[src/core/cpm_pkg.sv]
// constants, types and register map of the counter measurement block
//Contract
// - period mode: once armed, measure one gate period between like active edges
// - count the chosen source edges between the two active gate edges, return it
// - position counting starts only after software arms the counter
// - single edge decode: up on A rise with A leading, down on A fall
// - double edge decode: step on both A edges, direction from leading channel
// - quad edge decode: step on every A and B edge, four per cycle
// - index high in the programmed quadrature phase loads the reload value
// - a count step due with a reload is applied first, reload follows
// - reload lands within one timebase period, then counting resumes
// - two-pulse mode: up on every A rise, down on every B rise
// - buffered position: capture count on each sample edge, stream it out
// - sample edges never clear the count; values accumulate from arming
// - sample clock enters on the gate input, rising or falling selectable
package cpm_pkg;
	// ************************************************************
	// register map
	// ************************************************************
	localparam int          ADDR_W      = 8;
	localparam int          DATA_W      = 32;
	localparam logic [7:0]  ADDR_CTRL   = 8'h00;
	localparam logic [7:0]  ADDR_ARM    = 8'h04;
	localparam logic [7:0]  ADDR_RELOAD = 8'h08;
	localparam logic [7:0]  ADDR_COUNT  = 8'h0c;
	localparam logic [7:0]  ADDR_PERIOD = 8'h10;
	localparam logic [7:0]  ADDR_STATUS = 8'h14;

	// ************************************************************
	// control fields
	// ************************************************************
	localparam int          CTRL_W      = 10;
	localparam int          MODE_LSB    = 0;
	localparam int          DEC_LSB     = 2;
	localparam int          GATE_FALL   = 4;
	localparam int          SRC_FALL    = 5;
	localparam int          BUFFERED    = 6;
	localparam int          ZEN         = 7;
	localparam int          ZPH_LSB     = 8;
	localparam logic [9:0]  CTRL_RST    = 10'h000;
	localparam logic [31:0] RELOAD_RST  = 32'h0000_0000;
	localparam int          ARM_BIT     = 0;
	localparam int          DISARM_BIT  = 1;

	// ************************************************************
	// status fields
	// ************************************************************
	localparam int          ST_ARMED    = 0;
	localparam int          ST_PDONE    = 1;
	localparam int          ST_OVF      = 2;
	localparam int          ST_MEAS     = 3;

	// ************************************************************
	// input lanes of the synchroniser
	// ************************************************************
	localparam int          N_IN        = 5;
	localparam int          IN_GATE     = 0;
	localparam int          IN_SRC      = 1;
	localparam int          IN_A        = 2;
	localparam int          IN_B        = 3;
	localparam int          IN_Z        = 4;

	// ************************************************************
	// types
	// ************************************************************
	typedef enum logic [1:0] {
		MODE_PERIOD    = 2'h0,
		MODE_QUAD      = 2'h1,
		MODE_TWO_PULSE = 2'h2,
		MODE_RSVD      = 2'h3
	} cpm_mode_t;

	typedef enum logic [1:0] {
		single_edge_decode = 2'h0,
		double_edge_decode = 2'h1,
		quad_edge_decode   = 2'h2,
		rsvd_decode        = 2'h3
	} cpm_dec_t;

	typedef enum logic [2:0] {
		PST_IDLE = 3'b001,
		PST_WAIT = 3'b010,
		PST_MEAS = 3'b100
	} cpm_pst_t;
endpackage : cpm_pkg

[src/core/cpm_edge_if.sv]
// synchronised pin levels and edges passed to the counter core
`timescale 1ns/1ps
interface cpm_edge_if;
	logic [cpm_pkg::N_IN-1:0] lvl;
	logic [cpm_pkg::N_IN-1:0] prev;
	logic [cpm_pkg::N_IN-1:0] rise;
	logic [cpm_pkg::N_IN-1:0] fall;

	modport src (output lvl, output prev, output rise, output fall);
	modport dst (input lvl, input prev, input rise, input fall);
endinterface : cpm_edge_if

[src/core/cpm_in_sync.sv]
// two-flop synchronisers and edge detectors for the counter pins
`timescale 1ns/1ps
module cpm_in_sync (
	input  wire logic                    sys_clk,
	input  wire logic                    rst,
	input  wire logic [cpm_pkg::N_IN-1:0] pin_lvl,
	cpm_edge_if.src                      edges
);
	logic [cpm_pkg::N_IN-1:0] s1_reg;
	logic [cpm_pkg::N_IN-1:0] s2_reg;
	logic [cpm_pkg::N_IN-1:0] s3_reg;

	// ************************************************************
	// one synchroniser chain per pin
	// ************************************************************
	genvar i;
	generate
		for (i = 0; i < cpm_pkg::N_IN; i++) begin : g_sync
			// first flop feeds only the second
			always_ff @(posedge sys_clk or posedge rst) begin
				if (rst) begin
					s1_reg[i] <= 1'b0;
					s2_reg[i] <= 1'b0;
					s3_reg[i] <= 1'b0;
				end else begin
					s1_reg[i] <= pin_lvl[i];
					s2_reg[i] <= s1_reg[i];
					s3_reg[i] <= s2_reg[i];
				end
			end
		end
	endgenerate

	// edges from settled stages only
	assign edges.lvl  = s2_reg;
	assign edges.prev = s3_reg;
	assign edges.rise = s2_reg & ~s3_reg;
	assign edges.fall = ~s2_reg & s3_reg;
endmodule : cpm_in_sync

[src/core/cpm_counter.sv]
// counter channel for period and encoder position measurement
//
// Added by the designer: the register offsets and the strobed register port.
`timescale 1ns/1ps
module cpm_counter (
	input  wire logic        sys_clk,
	input  wire logic        rst,
	input  wire logic [7:0]  reg_addr,
	input  wire logic [31:0] reg_wdata,
	input  wire logic        reg_wr,
	input  wire logic        reg_rd,
	output logic      [31:0] reg_rdata,
	input  wire logic        gate_in,
	input  wire logic        source_in,
	input  wire logic        enc_a,
	input  wire logic        enc_b,
	input  wire logic        enc_z,
	input  wire logic        strm_ready,
	output logic             strm_valid,
	output logic      [31:0] strm_data,
	output logic             armed_out
);
	// ************************************************************
	// declarations
	// ************************************************************
	cpm_edge_if edges ();

	logic [cpm_pkg::CTRL_W-1:0] ctrl_reg;
	logic [31:0]                reload_reg;
	logic [31:0]                pos_reg;
	logic [31:0]                pcnt_reg;
	logic [31:0]                period_reg;
	logic [31:0]                rdata_reg;
	logic [31:0]                strm_data_reg;
	logic                       strm_valid_reg;
	logic                       armed_reg;
	logic                       pdone_reg;
	logic                       ovf_reg;
	cpm_pkg::cpm_pst_t          pst_reg;
	cpm_pkg::cpm_pst_t          pst_next;

	cpm_pkg::cpm_mode_t         mode;
	cpm_pkg::cpm_dec_t          dec;
	logic                       buffered;
	logic                       z_en;
	logic [1:0]                 z_phase;
	logic                       gate_act;
	logic                       src_act;
	logic                       arm_wr;
	logic                       disarm_wr;
	logic                       stat_wr;
	logic                       pos_mode;
	logic [1:0]                 ab_cur;
	logic [1:0]                 ab_prev;
	logic                       step_up;
	logic                       step_dn;
	logic                       step;
	logic                       reload_due;
	logic                       period_end;
	logic                       sample;
	logic                       push;
	logic [31:0]                push_data;
	logic                       push_ok;

	// ************************************************************
	// helper functions
	// ************************************************************
	// picks the active edge of one lane
	function automatic logic cpm_sel_edge(
		input logic r,
		input logic f,
		input logic use_fall
	);
		cpm_sel_edge = use_fall ? f : r;
	endfunction : cpm_sel_edge

	// quadrature step, {up, down}; A leads on 00-10-11-01
	function automatic logic [1:0] cpm_quad_step(
		input logic [1:0]        p,
		input logic [1:0]        c,
		input cpm_pkg::cpm_dec_t d
	);
		logic a_edge;
		logic up;
		logic dn;
		a_edge = p[1] ^ c[1];
		up     = (p == 2'h0 && c == 2'h2) || (p == 2'h2 && c == 2'h3) ||
			(p == 2'h3 && c == 2'h1) || (p == 2'h1 && c == 2'h0);
		dn     = (p == 2'h2 && c == 2'h0) || (p == 2'h3 && c == 2'h2) ||
			(p == 2'h1 && c == 2'h3) || (p == 2'h0 && c == 2'h1);
		case (d)
			cpm_pkg::single_edge_decode: begin
				// only A edges with B low
				cpm_quad_step = {up & a_edge & ~c[0], dn & a_edge & ~c[0]};
			end
			cpm_pkg::double_edge_decode: begin
				cpm_quad_step = {up & a_edge, dn & a_edge};
			end
			cpm_pkg::quad_edge_decode: begin
				cpm_quad_step = {up, dn};
			end
			default: begin
				cpm_quad_step = 2'b00;
			end
		endcase
	endfunction : cpm_quad_step

	// ************************************************************
	// input synchronisers
	// ************************************************************
	cpm_in_sync u_sync (
		.sys_clk (sys_clk),
		.rst     (rst),
		.pin_lvl ({enc_z, enc_b, enc_a, source_in, gate_in}),
		.edges   (edges)
	);

	// ************************************************************
	// control decode
	// ************************************************************
	// fields of the control register
	assign mode     = cpm_pkg::cpm_mode_t'(ctrl_reg[cpm_pkg::MODE_LSB +: 2]);
	assign dec      = cpm_pkg::cpm_dec_t'(ctrl_reg[cpm_pkg::DEC_LSB +: 2]);
	assign buffered = ctrl_reg[cpm_pkg::BUFFERED];
	assign z_en     = ctrl_reg[cpm_pkg::ZEN];
	assign z_phase  = ctrl_reg[cpm_pkg::ZPH_LSB +: 2];
	assign pos_mode = (mode == cpm_pkg::MODE_QUAD) || (mode == cpm_pkg::MODE_TWO_PULSE);

	// register strobes
	assign arm_wr    = reg_wr && reg_addr == cpm_pkg::ADDR_ARM && reg_wdata[cpm_pkg::ARM_BIT];
	assign disarm_wr = reg_wr && reg_addr == cpm_pkg::ADDR_ARM && reg_wdata[cpm_pkg::DISARM_BIT];
	assign stat_wr   = reg_wr && reg_addr == cpm_pkg::ADDR_STATUS;

	// active gate and source edges
	assign gate_act = cpm_sel_edge(edges.rise[cpm_pkg::IN_GATE], edges.fall[cpm_pkg::IN_GATE],
		ctrl_reg[cpm_pkg::GATE_FALL]);
	assign src_act  = cpm_sel_edge(edges.rise[cpm_pkg::IN_SRC], edges.fall[cpm_pkg::IN_SRC],
		ctrl_reg[cpm_pkg::SRC_FALL]);

	// ************************************************************
	// configuration registers
	// ************************************************************
	// software writes to control and reload value
	always_ff @(posedge sys_clk or posedge rst) begin
		if (rst) begin
			ctrl_reg   <= cpm_pkg::CTRL_RST;
			reload_reg <= cpm_pkg::RELOAD_RST;
		end else if (reg_wr) begin
			case (reg_addr)
				cpm_pkg::ADDR_CTRL: begin
					ctrl_reg <= reg_wdata[cpm_pkg::CTRL_W-1:0];
				end
				cpm_pkg::ADDR_RELOAD: begin
					reload_reg <= reg_wdata;
				end
				default: begin
				end
			endcase
		end
	end

	// ************************************************************
	// arming
	// ************************************************************
	// arm wins over disarm and over a finishing period
	always_ff @(posedge sys_clk or posedge rst) begin
		if (rst) begin
			armed_reg <= 1'b0;
		end else if (arm_wr) begin
			armed_reg <= 1'b1;
		end else if (disarm_wr || period_end) begin
			armed_reg <= 1'b0;
		end
	end

	// ************************************************************
	// period measurement
	// ************************************************************
	assign period_end = (pst_reg == cpm_pkg::PST_MEAS) && gate_act && !disarm_wr;

	// next state of the period sequencer
	always_comb begin
		pst_next = pst_reg;
		case (pst_reg)
			cpm_pkg::PST_IDLE: begin
				pst_next = cpm_pkg::PST_IDLE;
			end
			cpm_pkg::PST_WAIT: begin
				if (gate_act) begin
					pst_next = cpm_pkg::PST_MEAS;
				end
			end
			cpm_pkg::PST_MEAS: begin
				if (gate_act) begin
					pst_next = cpm_pkg::PST_IDLE;
				end
			end
			default: begin
				pst_next = cpm_pkg::PST_IDLE;
			end
		endcase
		if (arm_wr) begin
			pst_next = (mode == cpm_pkg::MODE_PERIOD) ? cpm_pkg::PST_WAIT : cpm_pkg::PST_IDLE;
		end else if (disarm_wr) begin
			pst_next = cpm_pkg::PST_IDLE;
		end
	end

	// sequencer state
	always_ff @(posedge sys_clk or posedge rst) begin
		if (rst) begin
			pst_reg <= cpm_pkg::PST_IDLE;
		end else begin
			pst_reg <= pst_next;
		end
	end

	// source edge count between gate edges
	always_ff @(posedge sys_clk or posedge rst) begin
		if (rst) begin
			pcnt_reg <= 32'h0000_0000;
		end else if (arm_wr || (pst_reg == cpm_pkg::PST_WAIT && gate_act)) begin
			pcnt_reg <= 32'h0000_0000;
		end else if (pst_reg == cpm_pkg::PST_MEAS && src_act && !gate_act) begin
			pcnt_reg <= pcnt_reg + 32'h0000_0001;
		end
	end

	// result of the last period
	always_ff @(posedge sys_clk or posedge rst) begin
		if (rst) begin
			period_reg <= 32'h0000_0000;
		end else if (period_end) begin
			period_reg <= pcnt_reg;
		end
	end

	// ************************************************************
	// position decoding
	// ************************************************************
	assign ab_cur  = {edges.lvl[cpm_pkg::IN_A], edges.lvl[cpm_pkg::IN_B]};
	assign ab_prev = {edges.prev[cpm_pkg::IN_A], edges.prev[cpm_pkg::IN_B]};

	// per-cycle step request from the selected encoder type
	always_comb begin
		step_up = 1'b0;
		step_dn = 1'b0;
		if (mode == cpm_pkg::MODE_QUAD) begin
			{step_up, step_dn} = cpm_quad_step(ab_prev, ab_cur, dec);
		end else if (mode == cpm_pkg::MODE_TWO_PULSE) begin
			step_up = edges.rise[cpm_pkg::IN_A];
			step_dn = edges.rise[cpm_pkg::IN_B];
		end
	end

	// simultaneous up and down cancel
	assign step = step_up ^ step_dn;

	// index reload waits for a cycle with no step
	assign reload_due = (mode == cpm_pkg::MODE_QUAD) && z_en && edges.lvl[cpm_pkg::IN_Z] &&
		(ab_cur == z_phase) && !step;

	// position count, cleared only by arming
	always_ff @(posedge sys_clk or posedge rst) begin
		if (rst) begin
			pos_reg <= 32'h0000_0000;
		end else if (arm_wr) begin
			pos_reg <= 32'h0000_0000;
		end else if (armed_reg && pos_mode) begin
			if (step && step_up) begin
				pos_reg <= pos_reg + 32'h0000_0001;
			end else if (step) begin
				pos_reg <= pos_reg - 32'h0000_0001;
			end else if (reload_due) begin
				pos_reg <= reload_reg;
			end
		end
	end

	// ************************************************************
	// sample clock and output stream
	// ************************************************************
	assign sample    = armed_reg && pos_mode && buffered && gate_act;
	assign push      = sample || period_end;
	assign push_data = period_end ? pcnt_reg : pos_reg;
	assign push_ok   = !strm_valid_reg || strm_ready;

	// single holding stage towards host memory
	always_ff @(posedge sys_clk or posedge rst) begin
		if (rst) begin
			strm_valid_reg <= 1'b0;
			strm_data_reg  <= 32'h0000_0000;
		end else if (push && push_ok) begin
			strm_valid_reg <= 1'b1;
			strm_data_reg  <= push_data;
		end else if (strm_ready) begin
			strm_valid_reg <= 1'b0;
		end
	end

	// ************************************************************
	// sticky status flags
	// ************************************************************
	// set wins over a write-one clear
	always_ff @(posedge sys_clk or posedge rst) begin
		if (rst) begin
			pdone_reg <= 1'b0;
		end else if (period_end) begin
			pdone_reg <= 1'b1;
		end else if (stat_wr && reg_wdata[cpm_pkg::ST_PDONE]) begin
			pdone_reg <= 1'b0;
		end
	end

	// sample lost while the stream is stalled
	always_ff @(posedge sys_clk or posedge rst) begin
		if (rst) begin
			ovf_reg <= 1'b0;
		end else if (push && !push_ok) begin
			ovf_reg <= 1'b1;
		end else if (stat_wr && reg_wdata[cpm_pkg::ST_OVF]) begin
			ovf_reg <= 1'b0;
		end
	end

	// ************************************************************
	// read port
	// ************************************************************
	// data stand only in the cycle after the read strobe
	always_ff @(posedge sys_clk or posedge rst) begin
		if (rst) begin
			rdata_reg <= 32'h0000_0000;
		end else if (reg_rd) begin
			case (reg_addr)
				cpm_pkg::ADDR_CTRL: begin
					rdata_reg <= {22'h00_0000, ctrl_reg};
				end
				cpm_pkg::ADDR_ARM: begin
					rdata_reg <= {31'h0000_0000, armed_reg};
				end
				cpm_pkg::ADDR_RELOAD: begin
					rdata_reg <= reload_reg;
				end
				cpm_pkg::ADDR_COUNT: begin
					rdata_reg <= (mode == cpm_pkg::MODE_PERIOD) ? pcnt_reg : pos_reg;
				end
				cpm_pkg::ADDR_PERIOD: begin
					rdata_reg <= period_reg;
				end
				cpm_pkg::ADDR_STATUS: begin
					rdata_reg <= 32'h0000_0000;
					rdata_reg[cpm_pkg::ST_ARMED] <= armed_reg;
					rdata_reg[cpm_pkg::ST_PDONE] <= pdone_reg;
					rdata_reg[cpm_pkg::ST_OVF]   <= ovf_reg;
					rdata_reg[cpm_pkg::ST_MEAS]  <= (pst_reg == cpm_pkg::PST_MEAS);
				end
				default: begin
					rdata_reg <= 32'h0000_0000;  // unmapped
				end
			endcase
		end else begin
			rdata_reg <= 32'h0000_0000;
		end
	end

	// ************************************************************
	// outputs
	// ************************************************************
	assign reg_rdata  = rdata_reg;
	assign strm_valid = strm_valid_reg;
	assign strm_data  = strm_data_reg;
	assign armed_out  = armed_reg;
endmodule : cpm_counter

[config.mk]
export PLATFORM = sky130hd
export DESIGN_NAME = cpm_counter
export DESIGN_NICKNAME = d
export VERILOG_FILES = /design/src/core/cpm_pkg.sv /design/src/core/cpm_edge_if.sv /design/src/core/cpm_in_sync.sv /design/src/core/cpm_counter.sv
export SDC_FILE = /design/constraint.sdc
export NUM_CORES = 1
export LEC_CHECK = 0
export BUFFER_PORTS_ARGS = -buffer_cell sky130_fd_sc_hd__buf_2
export CORE_ASPECT_RATIO = 0.75
export CORE_MARGIN = 2
export CORE_UTILIZATION = 56
export CTS_BUF_LIST = sky130_fd_sc_hd__clkbuf_4 sky130_fd_sc_hd__clkbuf_8
export DETAILED_ROUTE_END_ITERATION = 7
export HOLD_SLACK_MARGIN = 0.03
export PLACE_DENSITY_LB_ADDON = 0.05
export RECOVER_POWER = 100
export SLEW_MARGIN = 30
export SYNTH_ARGS = -nofsm -noshare
export SYNTH_HDL_FRONTEND = slang
export SYNTH_SLANG_ARGS = --single-unit
[constraint.sdc]
create_clock -name sys_clk -period 7.9 [get_ports sys_clk]
set_input_delay 1.58 -clock sys_clk [delete_from_list [all_inputs] [get_ports sys_clk]]
set_output_delay 1.58 -clock sys_clk [all_outputs]
set_load 0.02 [all_outputs]
---- Word-level counts from Yosys, hierarchy flattened ----
Cells that the tools add are included.
word-level totals
  memory bits (writable) .................. 0
  word-level logic and storage cells ...... 153
  ROM bits ................................ 0
  latch bits .............................. 0
  memories kept ........................... 0
  output and inout port bits .............. 66
  bits of input ports ..................... 50
  register bits after elaboration ......... 223
operators by class
  muxes and demuxes ....................... 32
  div/mod/pow operators ................... 0
  reductions and logical operators ........ 61
  equal/unequal tests ..................... 20
  $lt $le $gt $ge ......................... 0
  $mul .................................... 0
  bitwise operators ....................... 11
  shift operators ......................... 0
  $add $sub $neg .......................... 3
operators by type and width
  cell                     number
  $mux W32                 10
  $pmux W32 S6             1
  $add A32 B1 Y32 const B  2
  $sub A32 B1 Y32 const B  1
  $logic_and A1 B1 Y1      29
  $eq A8 B4 Y1 const B     2
  $eq A8 B5 Y1 const B     2
  $mux W1                  14
  $eq A2 B2 Y1 const B     6
  $mux W3                  4
  $reduce_bool A2 Y1       6
  $logic_or A1 B1 Y1       11
  $eq A2 B1 Y1 const B     4
  $eq A8 B3 Y1 const B     1
  $logic_not A2 Y1         4
  $logic_not A8 Y1         1
  $ne A4 B4 Y1 const B     2
  $reduce_and A2 Y1        4
  $pmux W2 S3              1
  $pmux W3 S2              1
  $logic_not A1 Y1         5
  $and A1 B1 Y1            4
  $and A4 B4 Y4            1
  $not A4 Y4               1
  other kinds (9)          10

---- Depth between registers and ports, before layout ----
Gate-level depths: netlist of the first run.
  word-level depth ........................ 17
  gate-level depth with buffers ........... 16

---- By module ----
A second synthesis of the first run with hierarchy kept.
second synthesis, totals
  cell total of the unflattened synthesis .. 1,224
  area total of the unflattened synthesis .. 12,031.5 um^2
by module, submodules not included
  module       area each (um^2)  cells an instance  sequential area each (um^2)  instances
  cpm_counter  11,564.8          1,198              5,231.3                      1
  cpm_in_sync  466.7             26                 375.4                        1

---- Worst setup path after synthesis of the first run ----
No wires, ideal clock.
  path kind ............................... input to register
  start ................................... input port reg_addr[5]
  end ..................................... register pos_reg[20]
  setup slack ............................. 4.345 ns
  path buffers ............................ 1
  cell stages on the path ................. 7
  data arrival time ....................... 3.423 ns
  cell sequence ........................... nor4_1 -> nand4_1 -> and3_1 -> clkbuf_1 -> and4_1 -> a211oi_1 -> o21ai_0
between the ends
  word-level cells in the longest chain between the ends .. 5
  elaborated cells on any way between the ends .. 7
  those cells by class .................... eq/ne (1); mux (1); reduce/logical (5)
ends and longest elaborated chain
  item                                                                line                text
  start: declaration                                                  cpm_counter.sv:8    input wire logic [7:0] reg_addr,
  $eq A8 B3 Y1 *                                                      cpm_counter.sv:130  assign arm_wr = reg_wr && reg_addr == cpm_pkg::ADDR_ARM && reg_wdata[cpm_pkg::ARM_BIT];
  $logic_and A1 B1 Y1 * (2 in a row)                                  cpm_counter.sv:130
  $reduce_bool A4 Y1 (no line) or $reduce_bool A2 Y1 (tied branches)  -
  $reduce_and A2 Y1 (no line)                                         -
  end signal: assignment                                              cpm_counter.sv:271  pos_reg <= pos_reg + 32'h0000_0001;
  end signal: assignment                                              cpm_counter.sv:273  pos_reg <= pos_reg - 32'h0000_0001;
  end signal: assignment                                              cpm_counter.sv:275  pos_reg <= reload_reg;
  end: declaration                                                    cpm_counter.sv:30   logic [31:0] pos_reg;
Mark *: on every way between the ends. The rest lies on a longest branch, timed or not.
A chain may end at the register's enable or synchronous reset.

---- Worst setup path in the final report of the first run ----
  start ................................... register u_sync.s2_reg (netlist bit u_sync.edges.lvl[2])
  end ..................................... register pos_reg[14]
between the ends
  word-level cells in the longest chain between the ends .. 14
  elaborated cells on any way between the ends .. 40
  those cells by class .................... eq/ne (4); mux (8); bitwise (7); reduce/logical (21)
ends and longest elaborated chain
  item                                                       line                                    text
  start: declaration                                         cpm_in_sync.sv:10                       logic [cpm_pkg::N_IN-1:0] s2_reg;
  start signal: indexed assignment                           cpm_in_sync.sv:27                       s2_reg[i] <= s1_reg[i];
  $eq A2 B2 Y1, or another cell as far along                 cpm_counter.sv:87, cpm_counter.sv:89
  $logic_and A1 B1 Y1, on equally long branches              cpm_counter.sv:87, cpm_counter.sv:89
  $logic_or A1 B1 Y1, on equally long branches (2 in a row)  cpm_counter.sv:87, cpm_counter.sv:89
  $logic_or A1 B1 Y1, on equally long branches               cpm_counter.sv:88, cpm_counter.sv:90
  $and A1 B1 Y1                                              cpm_counter.sv:94, cpm_counter.sv:97
  $and A1 B1 Y1                                              cpm_counter.sv:94                       cpm_quad_step = {up & a_edge & ~c[0], dn & a_edge & ~c[0]};
  $pmux W2 S3                                                cpm_counter.sv:91                       case (d)
  $mux W1                                                    cpm_counter.sv:248                      if (mode == cpm_pkg::MODE_QUAD) begin
  $xor A1 B1 Y1                                              cpm_counter.sv:257                      assign step = step_up ^ step_dn;
  $mux W32, or another cell as far along                     cpm_counter.sv:272                      end else if (step) begin
  $mux W32 or $logic_and A1 B1 Y1 (tied branches)            cpm_counter.sv:270, cpm_counter.sv:261
  $mux W32 or $reduce_bool A4 Y1 (tied branches)             -
  $mux W32 or $reduce_and A2 Y1 (tied branches)              -
Several ways; a longest one is shown, not always the timed one. The select of a mux whose other input is x is not followed.

==> results of run 1 <==
==> final cells by class <==
| class | count | share of cell area |
|---|---|---|
| Tap cell | 282 | 0.0267 |
| Timing Repair Buffer | 135 | 0.0477 |
| Sequential cell | 223 | 0.422 |
| Clock buffer | 54 | 0.0524 |
| Clock inverter | 8 | 0.0125 |
| Inverter | 23 | 0.00662 |
| Multi-Input combinational cell | 866 | 0.432 |
==> worst paths after layout <==
| path | to | slack (ps) | depth (start not counted) |
|---|---|---|---|
| hold / removal | u_sync.edges.lvl[3] | 340 | 0 |
| hold reg to reg | u_sync.edges.lvl[3] | 340 | 0 |
| min in group asynchronous | pos_reg[8] | 1540 | 2 |
| setup / recovery | pos_reg[14] | 2470 | 13 |
| setup reg to reg | pos_reg[14] | 2470 | 13 |
| max in group asynchronous | reload_reg[6] | 2950 | 3 |
==> cell usage after synthesis, types with 7 or more instances <==
library cell / n
or4_1: 7
a221oi_1: 20
o21ai_0: 86
a211oi_1: 7
a222oi_1: 12
and4_1: 11
xnor2_1: 23
inv_1: 22
or3_1: 10
o211ai_1: 10
nor2_1: 136
dfrtp_1: 222
a31oi_1: 12
nor4_1: 18
xor2_1: 25
ha_1: 8
clkbuf_1: 85
nand2_1: 105
nand2b_1: 8
and3_1: 10
a21oi_1: 46
mux2i_1: 50
mux2_2: 86
nand4_1: 24
nor3_1: 28
nand3_1: 36
==> report_power, final <==
part / internal, mW / switching, mW / total (mW)
Sequential: 1.17 / 0.0643 / 1.24
Clock: 0.724 / 0.459 / 1.18
Combinational: 0.0706 / 0.115 / 0.185
==> kinds of logic (layout without fill, tap and decap cells) <==
group | count (synthesis) | after routing | share of synthesized area
AOI/OAI and AO/OA | 250 | 250 | 0.140
xor gates and xnor gates | 48 | 48 | 0.0358
adders and majority gates | 8 | 8 | 0.00853
buffers and inverters | 119 | 220 | 0.0397
DFF | 223 | 223 | 0.476
muxes | 136 | 136 | 0.125
and+or+nand+nor | 424 | 424 | 0.175
==> per-layer routing <==
layer | part of all wire | routed length [µm]
met3 | 0.13 | 4770
met1 | 0.48 | 16900
met4 | 0.016 | 573
met2 | 0.37 | 13200
met5 | 0 | 0
==> cells in the final DEF, fill, tap and decap left out, types with 12 or more instances in the layout <==
cell / instances
a21oi_1: 46
a221oi_1: 20
a222oi_1: 12
a31oi_1: 12
buf_2: 47
clkbuf_1: 76
clkbuf_8: 46
dfrtp_1: 222
inv_1: 21
mux2_2: 86
mux2i_1: 50
nand2_1: 104
nand3_1: 36
nand4_1: 24
nor2_1: 135
nor3_1: 28
nor4_1: 16
o21ai_0: 86
xnor2_1: 23
xor2_1: 25
==> through the flow <==
step | area, µm² | std cells
after floorplan | 11700 | 1208
after global placement | 12400 | 1527
after detailed placement | 12500 | 1527
after CTS | 13300 | 1589
after global routing | 13200 | 1591
final | 13200 | 1591
==> results.txt, run 1 <==
Status - complete, but fails checks
Violated checks - capacitance limit, slew limit
CTS max path bufs - 3
Met3 usage - 0.109
Main synth FF type - dfrtp_1
Fraction of layout cells with a size suffix above 1 - 0.174
Slew @ Worst Pin - 2910 ps
Skew final - 28.8 ps
Design Power - 2.60 mW
Startpoint types - flop
RSZ-0062 raised after global routing - false
First-iteration detailed-routing DRC count - 1251
Critical Path Max Stage Delay - 1280 ps
Sequential cell area - 5580 µm²
Crit-path max FO - 33
Nets - 1343
Buffers & Inverters on Critical Path - 1
Syn avg cell area - 9.71 µm²
Largest net degree at the start of global routing - 126
Most area-consuming cells after synthesis - dfrtp_1, mux2_2, nor2_1, mux2i_1, o21ai_0
Initial core utilization - 0.576
PnR worst setup slack - 2470 ps
Final core occ - 0.649
Ys async rst share - 1.00
Ant diodes - 0
Fill cells - 1755
PD cells - 197 nW/µm²
CTS root buf - clkbuf_8
Vias in the first global route - 9250
Max Clk Rate - 184 MHz
Clk slew on worst S/H paths - 60 ps
Critical-path cell list - ha_1, a21oi_1, o211ai_1, o21a_1, o22ai_1, o211ai_1, ha_1, clkbuf_1, o31ai_1, nand2_1, nor2_1, a311oi_1, a211oi_1
First-pass DRT Iterations - 7
Worst hold slack - 345 ps
Final hold vios - 0
CP max-delay cell - clkbuf_1
Core ar. - 20400 µm²
CTS buffer count - 36
Worst hold path type - flop to flop
Die height - 129 µm
IO Port Bufs - 115
Met1 GRT Util - 0.535
Area leader, netlist - dfrtp_1
Post-synthesis instance total - 1208
H-tree depth - 2
Synth Cell Area - 11700 µm²
Multi-input logic area - 5720 µm²
Post-cts resize count - 0
Final setup TNS - 0 ps
Family with the most delay on the worst path - compound AO/OA/AOI/OAI gates
Register bit count reported by yosys - 223
Initial antenna violation count - 0
Req. time, crit path - 8240 ps
DP HPWL - 24400 µm
Residual DRC - 0
CP Class - flop to flop
Worst skew pair latency - 520 ps
HP Start - u_sync.s1_reg[3]
Min cycle time layout - 5430 ps
Vias per inst - 6.34
Yosys warns - 0
Final ANT Viol Nets - 0
Die Wd - 171 µm
Place WS - 3500 ps
Max Slew Vio Count - 253
Fin crit share - 0.688
Worst r2r src - u_sync.edges.lvl[2]
Grt total ovfl - 0
Slew headroom - -0.939
Rows - 45
Leakage - 5.71 nW
Global-route wire length before repair - 55200 µm
Post-synth top area share - 0.474
Worst vdd ir - 136 µV
Worst EP arrival - 5780 ps
Crit. End Element - flop
# clock sinks - 223
Post-synth EDFFs - 0
Tot GR Track Use - 0.328
Max cap viols - 7
Sequential share of the synthesized area - 0.476
Busiest grt layer - met1
Hold_buf cts - 0
Final setup violation count - 0
Library cells used by synthesis - 66
Post-synth net total - 1266
Die area - 22100 µm²
Met2 Use GR - 0.415
Final WL - 35500 µm
Io pins - 116
Vias - 10088
Routability congestion estimate from global placement - 0.972
Crit. Startpoint - u_sync.edges.lvl[2]
Avg WL per Cell - 22.3 µm
Area growth from synthesis to layout - 12.8%
Setup repair bufs after CTS - 0
TritonCTS clock tree - built
(Power assumes the default switching activity.)
==> run 2, diff against run 1 <==
Settings changed: CORE_UTILIZATION 56 to 60.
Clock period 7.9 ns to 5.1 ns, I/O delays scaled along.
==> run 2 against run 1 <==
Compared with the run above: the run still ends with capacitance limit, slew limit left; first-iteration DRC count grew 7.3%; clock power increased by 46%; register-to-register slack got worse by 1600 ps; count of clock-buffer cells in the layout unchanged; die area is 6.5% lower; maximum frequency up 28%; combinational power up 59%.
==> results.txt, run 2 (synthesis results as in run 1) <==
Req. time, crit path - 5570 ps
Pint - 2.93 mW
Initial core utilization - 0.609
Routability congestion estimate from global placement - 0.974
Vias per inst - 6.49
FF-to-FF path depth - 15
Area growth from synthesis to layout - 12.2%
Clk pwr share - 0.438
RSZ-0062 raised after global routing - false
R2r setup slk - 870 ps
Sw frac - 0.255
First-iteration detailed-routing DRC count - 1342
Tot GR Track Use - 0.348
Die Wd - 165 µm
Global-route wire length before repair - 55100 µm
Sequential power share - 0.488
Clk slew on worst S/H paths - 60 ps
TritonCTS clock tree - built
Die height - 125 µm
Nets - 1351
Rows - 44
CTS buffer count - 36
PnR worst setup slack - 870 ps
Final setup violation count - 0
CTS root buf - clkbuf_8
Die area - 20700 µm²
Fin crit share - 0.829
Most common cell after layout, fill and taps aside - dfrtp_1
CP Class - flop to flop
Vias in the first global route - 9478
Hold Crit Depth - 0
Max Slew Vio Count - 217
IO Port Bufs - 115
Ant diodes - 0
Max cap viols - 5
H-tree depth - 2
Io pins - 116
Violated checks - capacitance limit, slew limit
Worst vdd ir - 272 µV
Commonest non-fill, non-tap cells in the layout - dfrtp_1, nor2_1, nand2_1, o21ai_0, mux2_2
Max Clk Rate - 236 MHz
Worst hold path type - flop to flop
Fraction of layout cells with a size suffix above 1 - 0.173
Final WL - 35500 µm
Worst hold slack - 342 ps
Final ANT Viol Nets - 0
Largest net degree at the start of global routing - 182
Setup repair bufs after CTS - 0
Crit. End Element - flop
Design Power - 3.93 mW
DP HPWL - 24500 µm
CTS max path bufs - 3
Core ar. - 19300 µm²
Power share of the combinational group - 0.075
Skew final - 22.9 ps
Place WS - 1380 ps
Leakage - 5.69 nW
Slew @ Worst Pin - 2230 ps
Final hold vios - 0
Final setup TNS - 0 ps
Slew headroom - -0.486
# clock sinks - 223
Post-cts resize count - 0
PD cells - 299 nW/µm²
Residual DRC - 0
Status - complete, but fails checks
Hold_buf cts - 0
Final core occ - 0.683
Min cycle time layout - 4230 ps
Fill cells - 1623
Net Switching - 1.00 mW
Worst skew pair latency - 540 ps
Crit-path max FO - 13
Vias - 10189
Avg WL per Cell - 22.6 µm
Worst EP arrival - 4700 ps
First-pass DRT Iterations - 5
Startpoint types - flop
Initial antenna violation count - 0
Grt total ovfl - 0
==> run 2: cell count changes in the layout (fill, tap and decap cells not counted), sizes merged <==
cell,change
buf,+2
clkinv,+1
clkbuf,+6
bufinv,-2
==> run 2: power by group through the flow <==
| stage | Clock (mW) | Combinational [mW] | Sequential, mW |
|---|---|---|---|
| CTS | 1.74 | 0.291 | 1.91 |
| floorplan | 0 | 0.231 | 1.88 |
| detailed placement | 0 | 0.290 | 1.94 |
| global placement | 0 | 0.285 | 1.94 |
| global route | 1.82 | 0.328 | 1.92 |
| finish | 1.72 | 0.294 | 1.92 |
==> run 2: area by class of cell <==
type / instances / area (µm²) / share of cell area
Timing Repair Buffer: 143 / 671 / 0.0510
Clock inverter: 7 / 110 / 0.00837
Multi-Input combinational cell: 866 / 5710 / 0.434
Inverter: 23 / 87.6 / 0.00666
Clock buffer: 54 / 681 / 0.0517
Tap cell: 253 / 317 / 0.0241
Sequential cell: 223 / 5580 / 0.424
==> run 2: metal layers <==
layer / global-route usage / vias up / wire [µm]
met5: 0 / - / 0
met4: 0.0791 / 0 / 723
met3: 0.151 / 79 / 5320
met2: 0.441 / 628 / 13500
met1: 0.546 / 4927 / 16000
li1: - / 4555 / -
==> run 2: path summary, 6_finish.rpt <==
check | startpoint | endpoint
max | u_sync.edges.lvl[2] | pos_reg[30]
min | u_sync.s1_reg[1] | u_sync.edges.lvl[1]
max reg2reg | u_sync.edges.lvl[2] | pos_reg[30]
min reg2reg | u_sync.s1_reg[1] | u_sync.edges.lvl[1]
max in group asynchronous | rst | reg_rdata[19]
min in group asynchronous | rst | strm_data[0]
==> run 2: critical path, stage by stage, from the launching register on <==
cell and delay [ps]:
dfrtp_1 460, ha_1 340, a21oi_1 130, o211ai_1 130, o21a_1 190, o22ai_1 170
o211ai_1 120, ha_1 630, clkbuf_1 470, clkbuf_1 470, or2_2 270, nor2_1 50
o31a_1 120, nor4_1 290, and3_1 220, a221o_1 110
==> run 2: metrics by stage <==
stage                     std cells  cell area [µm²]
after floorplan                1208            11700
after global placement         1507            12500
after detailed placement       1507            12500
after CTS                      1568            13300
after global routing           1569            13200
final                          1569            13200
==> run 3, diff against run 2 <==
Settings changed: ABC_AREA from default to 1.
Clock period 5.1 ns to 4.3 ns, I/O delays scaled along.
==> run 3 against run 2 <==
Compared with the run above: the run still ends with capacitance limit, slew limit left; first-iteration DRC count rose by 25%; synthesized cell count increased by 49%; utilization down 1.3 points; sequential share of layout area decreased by 3.0 points; global-route usage grew 1.7 points; non-clock buffer count shrank 15; combinational power shrank 13%; largest cell class unchanged; largest power group unchanged.
==> results.txt, run 3 <==
Die Wd - 173 µm
Family with the most delay on the worst path - buffers and inverters
IO Port Bufs - 115
Main synth FF type - dfrtp_1
Adder-cell share of the synthesized area - 0.00774
Grt total ovfl - 0
CP Class - flop to flop
Post-synth top area share - 0.430
Sequential power share - 0.489
Worst skew pair latency - 540 ps
Synth Cell Area - 12900 µm²
Most common cell after layout, fill and taps aside - nand2_1
Final WL - 41200 µm
Core ar. - 21100 µm²
Hold Crit Depth - 0
Final setup TNS - 0 ps
Global-route wire length before repair - 65700 µm
First-pass DRT Iterations - 7
Sw frac - 0.252
HP Start - u_sync.s1_reg[4]
Die area - 22700 µm²
Initial antenna violation count - 1
Crit. Startpoint - u_sync.edges.lvl[2]
Largest net degree at the start of global routing - 125
Rows - 46
CP max-delay cell - inv_1
Crit. End Element - flop
Routability congestion estimate from global placement - 0.984
Vias - 12774
Largest family of logic cells by synthesized area - simple AND/OR/NAND/NOR gates
Post-synth net total - 1861
Yosys warns - 0
PD cells - 316 nW/µm²
R2r setup slk - 690 ps
Ys async rst share - 1.00
FF-to-FF path depth - 13
# clock sinks - 223
Residual DRC - 0
Critical Path Max Stage Delay - 920 ps
Initial core utilization - 0.612
Post-synthesis compound-gate area fraction - 0.121
Library cells used by synthesis - 47
Area leader, netlist - dfrtp_1
Avg WL per Cell - 18.7 µm
Die height - 131 µm
Most area-consuming cells after synthesis - dfrtp_1, nand2_1, o21ai_0, nor2_1, inv_1
Worst hold slack - 350 ps
Cells after DPL - 2141
Slew @ Worst Pin - 1910 ps
Net Switching - 1.12 mW
Setup repair bufs after CTS - 0
Power share of the combinational group - 0.057
Worst hold path type - flop to flop
Multiplexer share of the synthesized area - 0.0221
Fill cells - 1962
Worst vdd ir - 258 µV
Critical-path cell list - ha_1, nor2_1, or2_2, o21ai_0, a21oi_1, o22ai_1, ha_1, clkbuf_2, inv_1, nand3_1, a21oi_1, nand2_1, o21ai_0
Post-synthesis instance total - 1803
Max Slew Vio Count - 204
Worst r2r src - u_sync.edges.lvl[2]
Top post-synthesis cells by count - nand2_1, dfrtp_1, nor2_1
Syn avg cell area - 7.17 µm²
Final hold vios - 0
Req. time, crit path - 4750 ps
Nets - 1950
First-iteration detailed-routing DRC count - 1671
Final setup violation count - 0
TritonCTS clock tree - built
R2r endpoint - pos_reg[6]
Post-cts resize count - 0
Startpoint types - flop
Min cycle time layout - 3610 ps
H-tree depth - 2
Max cap viols - 3
Area growth from synthesis to layout - 9.45%
CTS root buf - clkbuf_8
Fraction of layout cells with a size suffix above 1 - 0.0933
Synth Area in XOR/XNOR - 0.0203
Fin crit share - 0.839
Ant diodes - 0
Final ANT Viol Nets - 0
Post-synth EDFFs - 0
Status - complete, but fails checks
Hold Path End - u_sync.edges.lvl[4]
DP HPWL - 30400 µm
Tot GR Track Use - 0.366
Pint - 3.35 mW
Final non-filler cell total - 2206
Buffers & Inverters on Critical Path - 2
Vias per inst - 5.79
Io pins - 116
Top-count cell post-synth - nand2_1
CTS max path bufs - 3
CTS buffer count - 37
Slew headroom - -0.272
Commonest non-fill, non-tap cells in the layout - nand2_1, dfrtp_1, nor2_1, o21ai_0, inv_1
Leakage - 6.83 nW
Max Clk Rate - 277 MHz
Skew final - 16.3 ps
Fraction of the mapped netlist area in simple logic gates - 0.316
Clk pwr share - 0.454
RSZ-0062 raised after global routing - false
Vias in the first global route - 11964
Register bit count reported by yosys - 223
Crit-path max FO - 41
Sequential share of the synthesized area - 0.432
Worst EP arrival - 4060 ps
Clk slew on worst S/H paths - 60 ps
Hold_buf cts - 0
Violated checks - capacitance limit, slew limit
run 3: changes by cell type after synthesis, sizes merged, moves of 31 or more:
cell,previous run,this run
nand2,105,584
inv,23,169
o21ai,86,192
nor2,136,215
nand3,36,102
mux2,86,22
mux2i,50,0
clkbuf,86,37
a21oi,46,89
buf,10,41
run 3: worst max path at each step:
stage / endpoint / slack [ps] / cells after the start
after floorplan: armed_out / 530 / 1
after CTS: pos_reg[13] / 1030 / 13
final: pos_reg[6] / 690 / 13
after detailed placement: pos_reg[13] / 1050 / 13
after global routing: pos_reg[5] / 440 / 13
after global placement: pos_reg[13] / 1150 / 13
run 3: cell type report:
cell class | count | area, µm² | share of cell area
Tap cell | 288 | 360 | 0.0255
Timing Repair Buffer | 128 | 564 | 0.0399
Inverter | 172 | 647 | 0.0457
Clock inverter | 9 | 86.3 | 0.00610
Sequential cell | 223 | 5580 | 0.394
Multi-Input combinational cell | 1330 | 6190 | 0.438
Clock buffer | 56 | 714 | 0.0505
run 3: cells by family (layout without fill, tap and decap cells):
kind of cell,count (synthesis),after routing
AND/OR/NAND/NOR,970,970
AO/OA/AOI/OAI,300,300
buffers and inverters,250,365
flip-flops,223,223
XOR/XNOR,30,30
multiplexers,22,22
adder cells (fa/ha/maj),8,8
run 3: metal layers:
| metal | vias up | track usage | part of all wire |
|---|---|---|---|
| li1 | 5962 | - | - |
| met2 | 689 | 0.517 | 0.42 |
| met4 | 0 | 0.0909 | 0.020 |
| met5 | - | 0 | 0 |
| met3 | 72 | 0.0735 | 0.11 |
| met1 | 6051 | 0.573 | 0.45 |
run 3: worst register-to-register path, cell delays in order (launching register included):
cell      delay (ps)
dfrtp_1          440
ha_1             300
nor2_1            30
or2_2            300
o21ai_0           80
a21oi_1           60
o22ai_1          120
ha_1             260
clkbuf_2         520
inv_1            930
nand3_1          180
a21oi_1          170
nand2_1           60
o21ai_0           80
run 3: stage by stage:
| step | instance area [µm²] | setup WS [ps] | utilization | power, mW |
|---|---|---|---|---|
| final | 14100 | 691 | 0.670 | 4.47 |
| after global routing | 14100 | 441 | 0.670 | 4.62 |
| after CTS | 14400 | 1030 | 0.681 | 4.50 |
| after detailed placement | 13600 | 1050 | 0.643 | 2.49 |
| after global placement | 13600 | 1150 | 0.643 | 2.48 |
| after floorplan | 12900 | 531 | - | 2.38 |
run 3: power groups by stage:
| stage | Combinational [mW] | Clock [mW] | Sequential, mW |
|---|---|---|---|
| floorplan | 0.157 | 0 | 2.22 |
| global placement | 0.264 | 0 | 2.22 |
| detailed placement | 0.270 | 0 | 2.22 |
| CTS | 0.271 | 2.05 | 2.18 |
| global route | 0.290 | 2.14 | 2.19 |
| finish | 0.256 | 2.03 | 2.18 |
